$ cat src/ssp_pkg.sv
package ssp_pkg;

  // control byte layout
  localparam int unsigned CTRL_RW_BIT   = 7;
  localparam int unsigned ADDR_W        = 7;
  localparam int unsigned BYTE_W        = 8;
  localparam int unsigned BIT_CNT_W     = 3;
  localparam logic [2:0]  BIT_LAST      = 3'h7;
  localparam logic [2:0]  BIT_FIRST     = 3'h0;
  localparam logic        RW_WRITE      = 1'h0;
  localparam logic        RW_READ       = 1'h1;
  localparam logic [6:0]  ADDR_STEP     = 7'h01;
  localparam logic [7:0]  BYTE_ZERO     = 8'h00;
  localparam logic [6:0]  ADDR_ZERO     = 7'h00;

  // transaction phases
  typedef enum logic [1:0] {
    SSP_IDLE,
    SSP_CTRL,
    SSP_WDATA,
    SSP_RDATA
  } ssp_state_t;

  // register access request towards the register file
  typedef struct packed {
    logic       wr_stb;
    logic       rd_stb;
    logic [6:0] addr;
    logic [7:0] wdata;
  } ssp_req_t;

  // serial pins sampled in the system clock domain
  typedef struct packed {
    logic csb_n;
    logic sck;
    logic sdi;
  } ssp_pins_t;

endpackage

$ cat src/ssp_slave.sv
// Overview of operation
// - control bits 6:0 hold register address
// - control bit 7 zero means write
// - select high ends write transaction
// - control bit 7 one means read
// - read data on output or shared line
// - read address increments after every byte
// - select high ends read, releases line
// - mode 11: idle high, sample rising
// - only one data byte per write
// - THREE_WIRE_I input high selects 3-wire
module ssp_slave
  import ssp_pkg::*;
(
  input  wire logic        CLK_SYS_I,
  input  wire logic        RESET_I,
  input  wire logic        CSB_N_I,
  input  wire logic        SCK_I,
  input  wire logic        SDI_I,
  input  wire logic        THREE_WIRE_I,
  input  wire logic [7:0]  REG_RDATA_I,
  output logic             SDI_O,
  output logic             SDI_OE_O,
  output logic             SERIAL_OUT_LINE_O,
  output logic             SERIAL_OUT_LINE_OE_O,
  output ssp_req_t         REQ_O
);

  ssp_pins_t  pins;
  ssp_state_t state_r;
  ssp_state_t state_nxt;
  logic [2:0] bit_r;
  logic [7:0] sh_in_r;
  logic [7:0] sh_out_r;
  logic [6:0] addr_r;
  logic       drive_r;
  logic       sck_rise;
  logic       sck_fall;
  logic       csb_rise;
  logic       csb_fall;
  logic       byte_done;
  logic [7:0] in_byte;
  logic       is_read;

  assign pins = '{csb_n: CSB_N_I, sck: SCK_I, sdi: SDI_I};

  ////////////////////////////////////////////////////////////////////////////
  // edge detection on serial clock and select
  // both pins idle high, so the previous level resets high; a pin that is low
  // at reset release reads as a fall, never as a spurious rise

  ssp_edge u_sck (
    .clk_i     (CLK_SYS_I),
    .rst_i     (RESET_I),
    .lvl_i     (pins.sck),
    .rst_val_i (1'h1),
    .rise_o    (sck_rise),
    .fall_o    (sck_fall)
  );

  ssp_edge u_csb (
    .clk_i     (CLK_SYS_I),
    .rst_i     (RESET_I),
    .lvl_i     (pins.csb_n),
    .rst_val_i (1'h1),
    .rise_o    (csb_rise),
    .fall_o    (csb_fall)
  );

  ////////////////////////////////////////////////////////////////////////////
  // decode of the incoming byte

  // the pins are already in the system clock domain, so a rising sck is seen
  // one system clock after the host drives it, with the data bit still steady
  // sample on rising
  // sck samples only count while select is low; idle-high clock gives no edge
  wire sample = sck_rise & ~pins.csb_n;
  wire shift  = sck_fall & ~pins.csb_n;
  assign in_byte   = {sh_in_r[6:0], pins.sdi};
  assign byte_done = sample & (bit_r == BIT_LAST);
  assign is_read   = (in_byte[CTRL_RW_BIT] == RW_READ);

  // phase sequencing
  always_comb begin
    state_nxt = state_r;
    unique case (state_r)
      SSP_IDLE: begin
        if (csb_fall) begin
          state_nxt = SSP_CTRL;
        end
      end
      SSP_CTRL: begin
        if (byte_done) begin
          state_nxt = is_read ? SSP_RDATA : SSP_WDATA;
        end
      end
      SSP_WDATA: begin
        if (byte_done) begin
          state_nxt = SSP_IDLE;
        end
      end
      SSP_RDATA: begin
        state_nxt = SSP_RDATA;
      end
    endcase
    if (pins.csb_n) begin
      state_nxt = SSP_IDLE;
    end
  end

  ////////////////////////////////////////////////////////////////////////////
  // state, bit counter and input shifter

  // a byte cut short by select high leaves no count behind, so the next
  // frame always starts its control byte at bit 7
  always_ff @(posedge CLK_SYS_I) begin
    if (RESET_I) begin
      state_r <= SSP_IDLE;
      bit_r   <= BIT_FIRST;
      sh_in_r <= BYTE_ZERO;
    end else begin
      state_r <= state_nxt;
      if (pins.csb_n | csb_fall) begin
        bit_r <= BIT_FIRST;     // realigns framing even after a short byte
      end else if (sample) begin
        bit_r   <= bit_r + 3'h1;
        sh_in_r <= in_byte;
      end
    end
  end

  ////////////////////////////////////////////////////////////////////////////
  // register address and access strobes

  wire ctrl_done = (state_r == SSP_CTRL) & byte_done;
  wire wr_done   = (state_r == SSP_WDATA) & byte_done;
  wire rd_next   = (state_r == SSP_RDATA) & byte_done;

  // a read fetches the next register at the end of every byte, a byte ahead of
  // the host; the fetch after the last byte is never shifted out, so a register
  // file with read side effects sees one extra read per frame
  always_ff @(posedge CLK_SYS_I) begin
    if (RESET_I) begin
      addr_r <= ADDR_ZERO;
      REQ_O  <= '0;
    end else begin
      REQ_O.wr_stb <= wr_done;
      REQ_O.rd_stb <= (ctrl_done & is_read) | rd_next;
      if (ctrl_done) begin
        addr_r     <= in_byte[ADDR_W-1:0];
        REQ_O.addr <= in_byte[ADDR_W-1:0];
      end else if (rd_next) begin
        addr_r     <= addr_r + ADDR_STEP;
        REQ_O.addr <= addr_r + ADDR_STEP;
      end
      if (wr_done) begin
        REQ_O.wdata <= in_byte;
      end
    end
  end

  ////////////////////////////////////////////////////////////////////////////
  // output shifter; register data arrives the cycle after rd_stb
  //
  // mode 11 puts every output bit up on a falling sck and the host takes it on
  // the next rising one. the shifter is loaded between bytes, and each fall of
  // the data phase moves its msb into the pin flop out_r: the first fall of a
  // byte shows bit 7 and the eighth shows bit 0. shifting the loaded byte on
  // that first fall instead would lose bit 7 and send every byte one bit early.

  logic load_pend_r;
  logic out_r;

  // one data-phase fall: present the next bit and advance the shifter
  wire  out_step = shift & (state_r == SSP_RDATA);

  // msb first out
  // the load waits one cycle for the register file; a fall cannot land in that
  // cycle while the host keeps sck high for three system clocks or more
  always_ff @(posedge CLK_SYS_I) begin
    if (RESET_I) begin
      sh_out_r    <= BYTE_ZERO;
      load_pend_r <= 1'h0;
      out_r       <= 1'h0;
      drive_r     <= 1'h0;
    end else begin
      load_pend_r <= REQ_O.rd_stb;
      if (load_pend_r) begin
        sh_out_r <= REQ_O.rd_stb ? sh_out_r : REG_RDATA_I;
      end else if (out_step) begin
        sh_out_r <= {sh_out_r[6:0], 1'h0};
      end
      if (out_step) begin
        out_r <= sh_out_r[BYTE_W-1];
      end
      drive_r <= (state_nxt == SSP_RDATA);
    end
  end

  // the pin flop moves only on a data-phase fall, so the level that the host
  // samples on the rising sck has stood since one system clock after the fall
  wire out_bit = out_r;
  wire use_shared = THREE_WIRE_I;

  // pin selection
  // both pins carry the same flop; only the enables differ between wirings
  assign SDI_O                = out_bit;
  assign SDI_OE_O             = drive_r & use_shared;
  assign SERIAL_OUT_LINE_O    = out_bit;
  assign SERIAL_OUT_LINE_OE_O = drive_r & ~use_shared;

endmodule

$ cat src/ssp_edge.sv
// edge detector on a synchronous level input
module ssp_edge
  import ssp_pkg::*;
(
  input  wire logic clk_i,
  input  wire logic rst_i,
  input  wire logic lvl_i,
  input  wire logic rst_val_i,
  output wire logic rise_o,
  output wire logic fall_o
);

  logic prev_r;

  // previous level, held at the idle value in reset
  always_ff @(posedge clk_i) begin
    if (rst_i) begin
      prev_r <= rst_val_i;
    end else begin
      prev_r <= lvl_i;
    end
  end

  assign rise_o = lvl_i & ~prev_r;
  assign fall_o = ~lvl_i & prev_r;

endmodule

$ cat config.mk
export PLATFORM = sky130hd
export DESIGN_NAME = ssp_slave
export DESIGN_NICKNAME = d
export VERILOG_FILES = /design/src/ssp_pkg.sv /design/src/ssp_slave.sv /design/src/ssp_edge.sv
export SDC_FILE = /design/constraint.sdc
export NUM_CORES = 1
export LEC_CHECK = 0
export BUFFER_PORTS_ARGS = -buffer_cell sky130_fd_sc_hd__clkbuf_2
export CELL_PAD_IN_SITES_DETAIL_PLACEMENT = 1
export CELL_PAD_IN_SITES_GLOBAL_PLACEMENT = 1
export CORE_ASPECT_RATIO = 1.25
export CORE_MARGIN = 10
export CORE_UTILIZATION = 36
export DETAILED_ROUTE_END_ITERATION = 6
export PLACE_DENSITY_LB_ADDON = 0.1
export SLEW_MARGIN = 10
export SYNTH_ARGS = -nofsm -noshare
export SYNTH_HDL_FRONTEND = slang
export SYNTH_SLANG_ARGS = --single-unit
$ cat constraint.sdc
create_clock -name CLK_SYS_I -period 1.3 [get_ports CLK_SYS_I]
set_input_delay 0.065 -clock CLK_SYS_I [delete_from_list [all_inputs] [get_ports CLK_SYS_I]]
set_output_delay 0.065 -clock CLK_SYS_I [all_outputs]
set_load 0.02 [all_outputs]
==> run summary, run 1 <==
========================================================================================================
Clock tree from TritonCTS                                                                            yes
Number of ports placed on the die boundary                                                            35
Basic-gate share of the synthesized area counting and, or, nand and nor cells                     21.25%
Library cell contributing the largest single delay on the critical path                          dfxtp_2
Via count of the routed design                                                                      1603
Minimum setup slack in the final design                                                        -141.9 ps
Share of synthesized area spent on multiplexers                                                   10.20%
FFs w/ async S/R, synth                                                                               0%
Number of antenna violations at the first check in global routing                                      0
CTS Sinks                                                                                             42
Unrepaired setup endpoints after global routing                                                      yes
Failing checks                                                                              setup timing
Top fanout value on the critical path                                                                  9
CP Capture Point                                                                            REQ_O[2]$_SDFFE_PP0P_
Detailed placer's ending HPWL                                                                    3600 um
Peak ir drop on the vdd network                                                                0.5540 mV
Endpoint of the worst register-to-register path                                             REQ_O[2]$_SDFFE_PP0P_
Total detailed-routing wirelength                                                                5038 um
Flops & latches, synth                                                                                42
Overall power                                                                                 0.002433 W
Startpoint-to-endpoint class of the critical path                                           flop to flop
Run status                                                                                  finished, violations left
Endpoint class of the critical path                                                                 flop
Net switching power                                                                          0.0005287 W
Required time of the critical path                                                               1490 ps
Maximum number of pins on one net before global-route repair                                          17
Startpoint types                                                                                    flop
Data arrival time of the critical path                                                           1630 ps
Reported max-cap violation count                                                                       0
Dominant combinational cell family by area after synthesis                                  simple AND/OR/NAND/NOR gates
Number of routed nets with antenna violations                                                          0
Highest clock rate                                                                             693.5 MHz
Most frequent cells after synthesis                                                         dfxtp_1 (42), nor2_1 (27), nand2_1 (22)
All-layer global routing usage                                                                    12.72%
Number of placed instances with taps included                                                        296
Post-Synth Adder-Cell Area                                                                        2.125%
Setup TNS after final layout                                                                   -931.4 ps
Number of different library cells in the post-synthesis netlist                                       39
Instance count of the mapped netlist                                                                 193
Slew of the pin with the lowest slew margin                                                     318.6 ps
Synthesized cell area                                                                          1767 um^2
Number of pins exceeding their max-slew limit in the final report                                      0
Fraction of layout instances using a drive strength above 1                                       41.34%
Static power due to leakage                                                                    0.9921 nW
Floorplan die height                                                                            98.32 um
DRC violation total after the first TritonRoute iteration                                             78
Most repeated cell in the gate-level netlist after synthesis                                     dfxtp_1
Switching fraction of total power                                                                 21.73%
Count of endpoints failing setup in the final report                                                  16
Detailed-route vias per instance                                                                   5.105
Number of enable flip-flop cells after synthesis                                                       0
Cell family with the largest share of critical-path delay                                   simple AND/OR/NAND/NOR gates
Setup slack on the worst flop-to-flop path                                                       -140 ps
Starting utilization of the core area                                                             37.35%
Total buffers and inverters traversed by the critical path                                             2
Pwr Density                                                                                 983.5 nW/um^2
Placer's final routability congestion estimate                                                    0.7621
Post-CTS clock slew at the launch and capture registers of the worst setup and hold paths          90 ps
Number of I/O port buffers                                                                            34
Share of the yosys chip area belonging to registers                                               47.59%
Total internal power                                                                          0.001904 W
Inserted Clock Buffers                                                                                 5
Fraction of post-synthesis cell area in the top cell type by area                                 47.59%
Clock latency on the worst-skew pair                                                              300 ps
Synthesized-area fraction occupied by ao, oa, aoi and oai cells                                   15.16%
H-tree Lvls                                                                                            2
Critical path startpoint                                                                    u_sck.prev_r$_SDFF_PP1_
Tcrit/Tclk final                                                                                  110.9%
Fraction of power consumed by sequential logic                                                     53.3%
Crit path cell chain                                                                        nor3b_4 > buf_6 > nand4b_1 > buf_12 > mux2i_2 > nor2_1
Remaining max-slew budget at the tightest pin                                                     78.76%
Number of global-route vias before repair                                                           1724
Largest stage delay on the critical path                                                          340 ps
Clock network fraction of total power                                                              43.2%
Die width                                                                                       82.66 um
Yosys synthesis warning count                                                                          0
Depth of the worst register-to-register path                                                           6
Max Root-Sink Buffers                                                                                  2
Syn_area_per_cell                                                                             9.154 um^2
Wire length of the first global-routing pass                                                     8211 um
Post-layout nets                                                                                     270
CTS root buf                                                                                    clkbuf_8
Gate power share                                                                                    3.5%
Overflow left after global routing                                                                     0
Most used flip-flop cell after synthesis                                                         dfxtp_1
Cells taking the most area after synthesis                                                  dfxtp_1 (48%), mux2i_1 (10%), nor2_1 (5.7%)
Worst slack, placed                                                                            -273.5 ps
Number of standard cells in the final layout excluding fillers                                       314
Total stage count of the critical path                                                                 6
Number of core rows                                                                                   28
Ant diodes                                                                                             0
Fin. Hold Viols                                                                                        0
Worst min-delay path category                                                               input port to flop
Final routed DRC violation total                                                                       0
Launch instance of the worst register-to-register path                                      u_sck.prev_r$_SDFF_PP1_
Area of the core                                                                               4730 um^2
Die Footprint                                                                                  8127 um^2
Syn nets                                                                                             210
Clock skew after layout                                                                         5.778 ps
Final critical path time including I/O delays and setup                                          1442 ps
First-pass iteration count of the detailed router                                                      4
Most area-hungry cell type in the Yosys netlist                                                  dfxtp_1
Layout-stage area growth over the synthesis result                                                40.01%
Synthesized-area fraction occupied by xor and xnor cells                                         0.4958%
Avg WL per Cell                                                                                 16.04 um
========================================================================================================
-- registers in the layout, summed over array words and instances (netlist names), 2 cells and up --
name	count
state_r	2
sh_out_r	8
bit_r	3
sh_in_r	7
REQ_O	10
addr_r	7
-- worst reg2reg max path, delay by kind of cell (launching register included) --
| family | cells | cell delay, ps |
|---|---|---|
| AND/OR/NAND/NOR | 3 | 420 |
| buffers and inverters | 2 | 350 |
| flip-flops | 1 | 340 |
| multiplexers | 1 | 210 |
-- worst min-delay path by stage --
stage          slack [ps]  depth (start not counted)                      end  startpoint
2_1_floorplan         170                          1  u_sck.prev_r$_SDFF_PP1_       SCK_I
3_3_place_gp          280                          2  u_sck.prev_r$_SDFF_PP1_       SCK_I
3_5_place_dp          290                          2  u_sck.prev_r$_SDFF_PP1_       SCK_I
4_1_cts                50                          3  sh_in_r[0]$_SDFFE_PP0P_       SDI_I
5_1_grt                60                          3  sh_in_r[0]$_SDFFE_PP0P_       SDI_I
6_report               60                          3  sh_in_r[0]$_SDFFE_PP0P_       SDI_I
-- layout make-up --
type	count	area, um^2
Fill cell	572	2256
Multi-Input combinational cell	139	984.7
Sequential cell	42	849.6
Timing Repair Buffer	63	445.4
Tap cell	60	75.07
Clock buffer	6	72.57
Clock inverter	2	37.54
Inverter	2	8.758
-- power groups by stage --
| stage | Sequential [W] | Clock [W] | Combinational (W) |
|---|---|---|---|
| 6_report | 0.00130 | 0.00105 | 0.0000854 |
| 5_1_grt | 0.00130 | 0.00114 | 0.0000938 |
| 4_1_cts | 0.00130 | 0.00107 | 0.0000838 |
| 3_5_place_dp | 0.00133 | 0 | 0.0000784 |
| 3_3_place_gp | 0.00133 | 0 | 0.0000749 |
| 2_1_floorplan | 0.00133 | 0 | 0.0000323 |
-- kinds of logic after synthesis --
group	count (synthesis)
compound gates	40
xor+xnor	1
fa+ha+maj	3
buf+inv	12
flops	42
mux	18
simple gates	77
-- layer usage --
metal	part of all wire [%]	track usage, %
met1	37	13.15
met2	55	23.21
met3	5.7	3.853
met4	1.5	3.871
met5	0	0
-- per-stage QoR --
stage / hold WS [ps] / instance area (um^2) / util (%)
detailed placement: 293.8 / 2143 / 45.32
finish: 62.30 / 2474 / 52.30
CTS: 46.59 / 2390 / 50.53
global placement: 283.7 / 2143 / 45.32
floorplan: 171.5 / 1792 / -
global route: 62.39 / 2474 / 52.30
-- placed cells by master, fill, tap and decap left out, types with 3 or more instances in the layout --
cell type / netlist / final
buf_6: 0 / 8
a211oi_2: 2 / 3
dfxtp_1: 42 / 35
clkbuf_8: 0 / 5
and2_1: 3 / 3
nor2_1: 27 / 25
a21oi_1: 15 / 12
a211oi_1: 7 / 6
a21oi_2: 0 / 3
clkbuf_2: 0 / 34
nor3_1: 3 / 3
buf_4: 2 / 18
o21ai_2: 0 / 5
nand2_1: 22 / 20
nor2b_1: 4 / 4
dfxtp_2: 0 / 7
mux2i_1: 18 / 17
-- timing repair --
item	CTS	global route
setup endpoints to repair	34	32
pin swaps	10	11
resized for setup	23	19
hold endpoints to repair	1	0
setup buffers	6	3
hold buffers	1	0
Power figures use the tool's default switching activity.
==> run 2, diff against run 1 <==
--- a/config.mk
+++ b/config.mk
@@ -5,12 +5,13 @@
 export SDC_FILE = /design/constraint.sdc
 export NUM_CORES = 1
 export LEC_CHECK = 0
+export ABC_AREA = 1
 export BUFFER_PORTS_ARGS = -buffer_cell sky130_fd_sc_hd__clkbuf_2
 export CELL_PAD_IN_SITES_DETAIL_PLACEMENT = 1
 export CELL_PAD_IN_SITES_GLOBAL_PLACEMENT = 1
 export CORE_ASPECT_RATIO = 1.25
 export CORE_MARGIN = 10
-export CORE_UTILIZATION = 36
+export CORE_UTILIZATION = 35
 export DETAILED_ROUTE_END_ITERATION = 6
 export PLACE_DENSITY_LB_ADDON = 0.1
 export SLEW_MARGIN = 10
==> run 2 against run 1 <==
  * The flow still finishes with violations (setup timing)
  * Fmax is 3.5% higher
  * Via count is 15% higher
  * Critical path depth is 1 higher
  * Worst hold slack lost 24 ps
  * Clock power is essentially flat
  * Core utilization fell by 4.6 points
  * Design area down 2.0%
  * Flip-flop and latch count did not move
  * Clock skew fell by 0.69 ps
  * Routed wire length grew 3.0%
  * Sequential power about the same
==> run summary, run 2 <==
========================================================================================================
Run status                                                                                  finished, violations left
Failing checks                                                                              setup timing
Number of different library cells in the post-synthesis netlist                                       23
Synthesized cell area                                                                          1844 um^2
Largest register FFs                                                                                  10
Hold Buf Count CTS                                                                                     0
Highest clock rate                                                                             717.8 MHz
Layout-stage area growth over the synthesis result                                                31.41%
Cell occurring most often along the worst timing path                                               ha_4
Fin. Hold Viols                                                                                        0
Number of core rows                                                                                   29
Endpoint class of the critical path                                                                 flop
Final critical path time including I/O delays and setup                                          1393 ps
Avg WL per Cell                                                                                 13.76 um
Biggest registers after layout                                                              REQ_O x10, sh_out_r x8
Global Route met3 Usage                                                                           3.695%
Worst min-delay path category                                                               input port to flop
Fraction of layout instances using a drive strength above 1                                       30.16%
Total detailed-routing wirelength                                                                5187 um
Clock skew after layout                                                                         5.091 ps
First-pass iteration count of the detailed router                                                      4
Ant diodes                                                                                             0
Placer's final routability congestion estimate                                                    0.8057
Remaining max-slew budget at the tightest pin                                                     82.16%
Peak ir drop on the vdd network                                                                0.7496 mV
Worst slack, placed                                                                            -170.3 ps
Top fanout value on the critical path                                                                  7
Largest stage delay on the critical path                                                          340 ps
Data arrival time of the critical path                                                           1580 ps
Detailed-route vias per instance                                                                   4.910
Fraction of power consumed by sequential logic                                                     52.6%
Crit path cell chain                                                                        ha_4 > ha_4 > nand4_1 > inv_2 > buf_4 > a21oi_2 > nor2_1
Unrepaired setup endpoints after global routing                                                      yes
Starting utilization of the core area                                                             36.31%
Required time of the critical path                                                               1490 ps
Net switching power                                                                          0.0005181 W
CTS root buf                                                                                    clkbuf_8
Number of antenna violations at the first check in global routing                                      0
Instance count of the mapped netlist                                                                 259
Most repeated cell in the gate-level netlist after synthesis                                     nand2_1
Startpoint-to-endpoint class of the critical path                                           flop to flop
Inserted Clock Buffers                                                                                 5
Min-delay src                                                                               REG_RDATA_I[0]
Die Footprint                                                                                  8591 um^2
Number of I/O port buffers                                                                            34
Area of the core                                                                               5080 um^2
Cell area after layout                                                                         2424 um^2
Cell family with the largest share of critical-path delay                                     flip-flops
Number of ports placed on the die boundary                                                            35
Detailed placer's ending HPWL                                                                    3803 um
Total buffers and inverters traversed by the critical path                                             2
Fraction of post-synthesis cell area in the top cell type by area                                 45.59%
Pwr Density                                                                                 1016 nW/um^2
H-tree Lvls                                                                                            2
Most frequent cells in the layout                                                           nand2_1 (56), nor2_1 (42), dfxtp_1 (39)
Syn_area_per_cell                                                                             7.121 um^2
Clock network fraction of total power                                                              43.2%
Highest-utilization routing layer at the global route stage                                         met2
Met2 Usage GRT                                                                                    21.47%
End-of-flow core utilization                                                                      47.71%
Most area-hungry cell type in the Yosys netlist                                                  dfxtp_1
Final routed DRC violation total                                                                       0
Max Root-Sink Buffers                                                                                  2
Clock latency on the worst-skew pair                                                              290 ps
Flops & latches, synth                                                                                42
Share of the yosys chip area belonging to registers                                               45.59%
Reported max-cap violation count                                                                       0
Register containing the most flip-flops in the final layout                                        REQ_O
Startpoint types                                                                                    flop
CTS Sinks                                                                                             42
Clock tree from TritonCTS                                                                            yes
Total internal power                                                                          0.001945 W
Via count of the routed design                                                                      1851
Count of endpoints failing setup in the final report                                                  18
All-layer global routing usage                                                                    11.72%
Post-CTS clock slew at the launch and capture registers of the worst setup and hold paths          80 ps
DRC violation total after the first TritonRoute iteration                                             74
Library cell contributing the largest single delay on the critical path                          dfxtp_2
Setup TNS after final layout                                                                    -1067 ps
Static power due to leakage                                                                     1.075 nW
Overflow left after global routing                                                                     0
Number of enable flip-flop cells after synthesis                                                       0
Leading cell type in the layout, fill and taps excluded                                          nand2_1
Wire length of the first global-routing pass                                                     8411 um
Grt met1 use                                                                                      12.59%
Yosys synthesis warning count                                                                          0
Number of pins exceeding their max-slew limit in the final report                                      0
Syn nets                                                                                             276
Cells taking the most area after synthesis                                                  dfxtp_1 (46%), nand2_1 (12%), nor2_1 (10%)
Minimum setup slack in the final design                                                        -93.18 ps
Number of routed nets with antenna violations                                                          0
Tcrit/Tclk final                                                                                  107.2%
Maximum number of pins on one net before global-route repair                                          15
Slew of the pin with the lowest slew margin                                                     266.8 ps
Critical path startpoint                                                                    bit_r[0]$_SDFFE_PP0P_
Overall power                                                                                 0.002463 W
Floorplan die height                                                                            101.2 um
Number of filler instances in the final layout                                                       664
FFs w/ async S/R, synth                                                                               0%
Most used flip-flop cell after synthesis                                                         dfxtp_1
Launch instance of the worst register-to-register path                                      bit_r[0]$_SDFFE_PP0P_
Post-layout nets                                                                                     332
Most frequent cells after synthesis                                                         nand2_1 (57), nor2_1 (50), dfxtp_1 (42)
Gate power share                                                                                    4.2%
Number of global-route vias before repair                                                           1828
Placed Area                                                                                    2175 um^2
Die width                                                                                       84.93 um
Switching fraction of total power                                                                 21.03%
========================================================================================================
==> run 2: what timing repair did <==
item	in CTS	in global routing
pin swaps	3	15
cloned	0	1
setup buffers	2	2
setup endpoints to repair	17	23
resized for setup	19	22
==> run 2: cell families after synthesis <==
group           Yosys count  share of synthesized area (%)
simple gates            133                          30.46
compound gates           47                          13.16
flops                    42                          45.59
buf+inv                  33                          8.276
fa+ha+maj                 3                          2.035
xor+xnor                  1                         0.4750
==> run 2: per-stage QoR <==
| step | instances | hold WS, ps |
|---|---|---|
| final | 377 | 38.06 |
| after floorplan | 259 | 134.1 |
| after global placement | 365 | 336.9 |
| after global routing | 377 | 43.25 |
| after CTS | 374 | 26.02 |
| after detailed placement | 365 | 341.7 |
==> run 2: path summary, 6_finish.rpt <==
check | slack, ps | cells after the start | to
setup / recovery | -90 | 7 | addr_r[3]$_SDFFE_PP0P_
hold / removal | 40 | 3 | sh_out_r[0]$_SDFFE_PP0P_
setup reg to reg | -90 | 7 | addr_r[3]$_SDFFE_PP0P_
hold reg to reg | 470 | 2 | SDI_O$_SDFFE_PP0P_
==> run 2: cell type report <==
type	instances	area (um^2)	share of cell area (%)
clock buffers	6	82.58	3.407
clock inverters	1	30.03	1.239
inverters	26	110.1	4.543
multi-input cells	185	943.4	38.93
flip-flops and latches	42	844.6	34.85
well taps	62	77.57	3.201
repair buffers	55	335.3	13.84
==> run 2: tightest hold or removal path, delay by kind of cell <==
kind / cells / cell delay [ps]
simple gates: 1 / 80
buf+inv: 1 / 80
compound gates: 1 / 60
==> run 2: metal layers <==
layer  share of wire, %  vias up
li1                   -      942
met1                 42      877
met2                 52       27
met3                4.5        5
met4               0.89        0
met5                  0        -
==> run 2: power groups by stage <==
stage          Combinational [W]  Clock (W)  Sequential, W
3_3_place_gp           0.0000929          0        0.00132
3_5_place_dp           0.0000955          0        0.00132
6_report                0.000103    0.00107        0.00130
5_1_grt                 0.000115    0.00114        0.00130
2_1_floorplan          0.0000446          0        0.00132
4_1_cts                0.0000986    0.00109        0.00129
==> run 3, diff against run 2 <==
--- a/config.mk
+++ b/config.mk
@@ -14,6 +14,7 @@
 export CORE_UTILIZATION = 35
 export DETAILED_ROUTE_END_ITERATION = 6
 export PLACE_DENSITY_LB_ADDON = 0.1
+export SETUP_SLACK_MARGIN = 0.05
 export SLEW_MARGIN = 10
 export SYNTH_ARGS = -nofsm -noshare
 export SYNTH_HDL_FRONTEND = slang
==> run 3 against run 2 <==
  * The flow still finishes with violations (setup timing)
  * Via count shrank 0.49%
  * Clock skew grew 1.7 ps
  * Die area is the same
  * Global-route usage grew 0.056 points
  * Clock power shrank 26%
  * Flip-flop and latch count is the same
  * Design area shrank 0.93%
  * Non-clock buffer count shrank 4
  * Total power shrank 11%
  * Largest cell class unchanged
==> run summary, run 3 (synthesized netlist as in run 2, its figures left out) <==
========================================================================================================
Clock skew after layout                                                                         6.830 ps
Data arrival time of the critical path                                                           1540 ps
Number of standard cells in the final layout excluding fillers                                       373
Post-CTS clock slew at the launch and capture registers of the worst setup and hold paths          80 ps
Number of I/O port buffers                                                                            34
Area of the core                                                                               5080 um^2
Highest-utilization routing layer at the global route stage                                         met2
Post-layout nets                                                                                     328
Number of routed nets with antenna violations                                                          0
Overflow left after global routing                                                                     0
Unrepaired setup endpoints after global routing                                                      yes
Clock tree from TritonCTS                                                                            yes
Number of antenna violations at the first check in global routing                                      0
Final routed DRC violation total                                                                       0
Number of global-route vias before repair                                                           1927
Peak ir drop on the vdd network                                                                0.7312 mV
CTS root buf                                                                                    clkbuf_8
Most frequent cells in the layout                                                           nand2_1 (54), nor2_1 (43), dfxtp_1 (37)
Placer's final routability congestion estimate                                                    0.7461
DRC violation total after the first TritonRoute iteration                                             51
Number of filler instances in the final layout                                                       670
Met2 Usage GRT                                                                                    21.70%
Fraction of layout instances using a drive strength above 1                                       31.51%
Clock latency on the worst-skew pair                                                              290 ps
CTS Sinks                                                                                             42
Static power due to leakage                                                                     1.043 nW
Reported max-cap violation count                                                                       0
All-layer global routing usage                                                                    11.78%
Detailed-route vias per instance                                                                   4.938
Final critical path time including I/O delays and setup                                          1359 ps
Max Root-Sink Buffers                                                                                  2
Layout-stage area growth over the synthesis result                                                30.19%
Top fanout value on the critical path                                                                  7
Worst min-delay path category                                                               input port to flop
Leading cell type in the layout, fill and taps excluded                                          nand2_1
Total detailed-routing wirelength                                                                5093 um
Multi-input gate area in the final layout                                                     970.9 um^2
Floorplan die height                                                                            101.2 um
Cell occurring most often along the worst timing path                                               ha_4
Library cell contributing the largest single delay on the critical path                          dfxtp_2
Startpoint types                                                                                    flop
Wire length of the first global-routing pass                                                     8507 um
H-tree Lvls                                                                                            2
Failing checks                                                                              setup timing
Fin. Hold Viols                                                                                        0
Total buffers and inverters traversed by the critical path                                             2
Number of ports placed on the die boundary                                                            35
Highest clock rate                                                                             735.9 MHz
Largest stage delay on the critical path                                                          340 ps
Biggest registers after layout                                                              REQ_O x10, sh_out_r x8
Die Footprint                                                                                  8591 um^2
Number of pins exceeding their max-slew limit in the final report                                      0
Remaining max-slew budget at the tightest pin                                                     78.15%
Sequential cell area                                                                          847.1 um^2
Minimum setup slack in the final design                                                        -58.86 ps
Run status                                                                                  finished, violations left
Starting utilization of the core area                                                             36.31%
Maximum number of pins on one net before global-route repair                                          28
Avg WL per Cell                                                                                 13.65 um
Number of placed instances with taps included                                                        362
Die width                                                                                       84.93 um
Tcrit/Tclk final                                                                                  104.5%
Slew of the pin with the lowest slew margin                                                     327.7 ps
Largest register FFs                                                                                  10
Hold Buf Count CTS                                                                                     0
Global Route met3 Usage                                                                           3.695%
Cell family with the largest share of critical-path delay                                     flip-flops
Endpoint class of the critical path                                                                 flop
Grt met1 use                                                                                      12.29%
Via count of the routed design                                                                      1842
Inserted Clock Buffers                                                                                 5
Worst slack, placed                                                                            -88.06 ps
Pwr Density                                                                                 914.5 nW/um^2
First-pass iteration count of the detailed router                                                      4
Register containing the most flip-flops in the final layout                                        REQ_O
Number of core rows                                                                                   29
Required time of the critical path                                                               1490 ps
Crit path cell chain                                                                        ha_4 > ha_4 > nand4_1 > inv_2 > buf_4 > o21ai_1 > nor2_1
Detailed placer's ending HPWL                                                                    3760 um
Ant diodes                                                                                             0
Startpoint-to-endpoint class of the critical path                                           flop to flop
Count of endpoints failing setup in the final report                                                   7
========================================================================================================
[run 3: cell types whose count changed in the layout (fill, tap and decap cells not counted), sizes merged]
cell,before,now
clkinv,3,5
buf,21,17
bufinv,1,0
clkbuf,40,39
[run 3: worst paths after layout]
check / startpoint / slack, ps / depth (start not counted) / to
max: bit_r[1]$_SDFFE_PP0P_ / -60 / 7 / addr_r[1]$_SDFFE_PP0P_
min reg2reg: REQ_O[2]$_SDFFE_PP0P_ / 470 / 2 / REQ_O[2]$_SDFFE_PP0P_
min: REG_RDATA_I[0] / 10 / 3 / sh_out_r[0]$_SDFFE_PP0P_
max reg2reg: bit_r[1]$_SDFFE_PP0P_ / -60 / 7 / addr_r[1]$_SDFFE_PP0P_
[run 3: area by class of cell]
type,count,area share (%)
Timing Repair Buffer,51,13.18
Multi-Input combinational cell,185,40.44
Clock inverter,2,0.4169
Tap cell,62,3.231
Sequential cell,42,35.28
Inverter,26,4.586
Clock buffer,5,2.866
[run 3: through the flow]
| stage | TNS (ps) | hold slack [ps] | utilization, % | cell area [um^2] | total power, W |
|---|---|---|---|---|---|
| 2_1_floorplan | 0 | 134.1 | - | 1871 | 0.001369 |
| 3_3_place_gp | -99.04 | 321.0 | 42.88 | 2178 | 0.001414 |
| 3_5_place_dp | -302.1 | 329.0 | 42.88 | 2178 | 0.001416 |
| 4_1_cts | -241.7 | 7.969 | 45.00 | 2286 | 0.002218 |
| 5_1_grt | -2150 | 34.65 | 47.27 | 2401 | 0.002299 |
| 6_report | -293.4 | 14.03 | 47.27 | 2401 | 0.002196 |
[run 3: repair_timing]
action,CTS,global route
setup buffers,1,2
endpoints found under the setup margin,16,28
cloned,0,1
gates resized for setup,18,34
pin swaps,4,24
[run 3: worst register-to-register path, delay by kind of cell, from the launching register on]
family                   cells  cell delay, ps
adder cells (fa/ha/maj)      2             310
AND/OR/NAND/NOR              2             250
buffers and inverters        2             270
AO/OA/AOI/OAI                1             100
flip-flops                   1             340
[run 3: per-layer routing]
metal	routed length, um	vias to the layer above
met5	0	-
met4	59	0
met3	242	6
met2	2676	28
met1	2116	880
li1	-	928
[run 3: power breakdown]
| part | internal (W) | switching [W] |
|---|---|---|
| Combinational | 0.0000404 | 0.0000663 |
| Clock | 0.000361 | 0.000433 |
| Sequential | 0.00129 | 0.00000371 |
| Total | 0.00169 | 0.000503 |
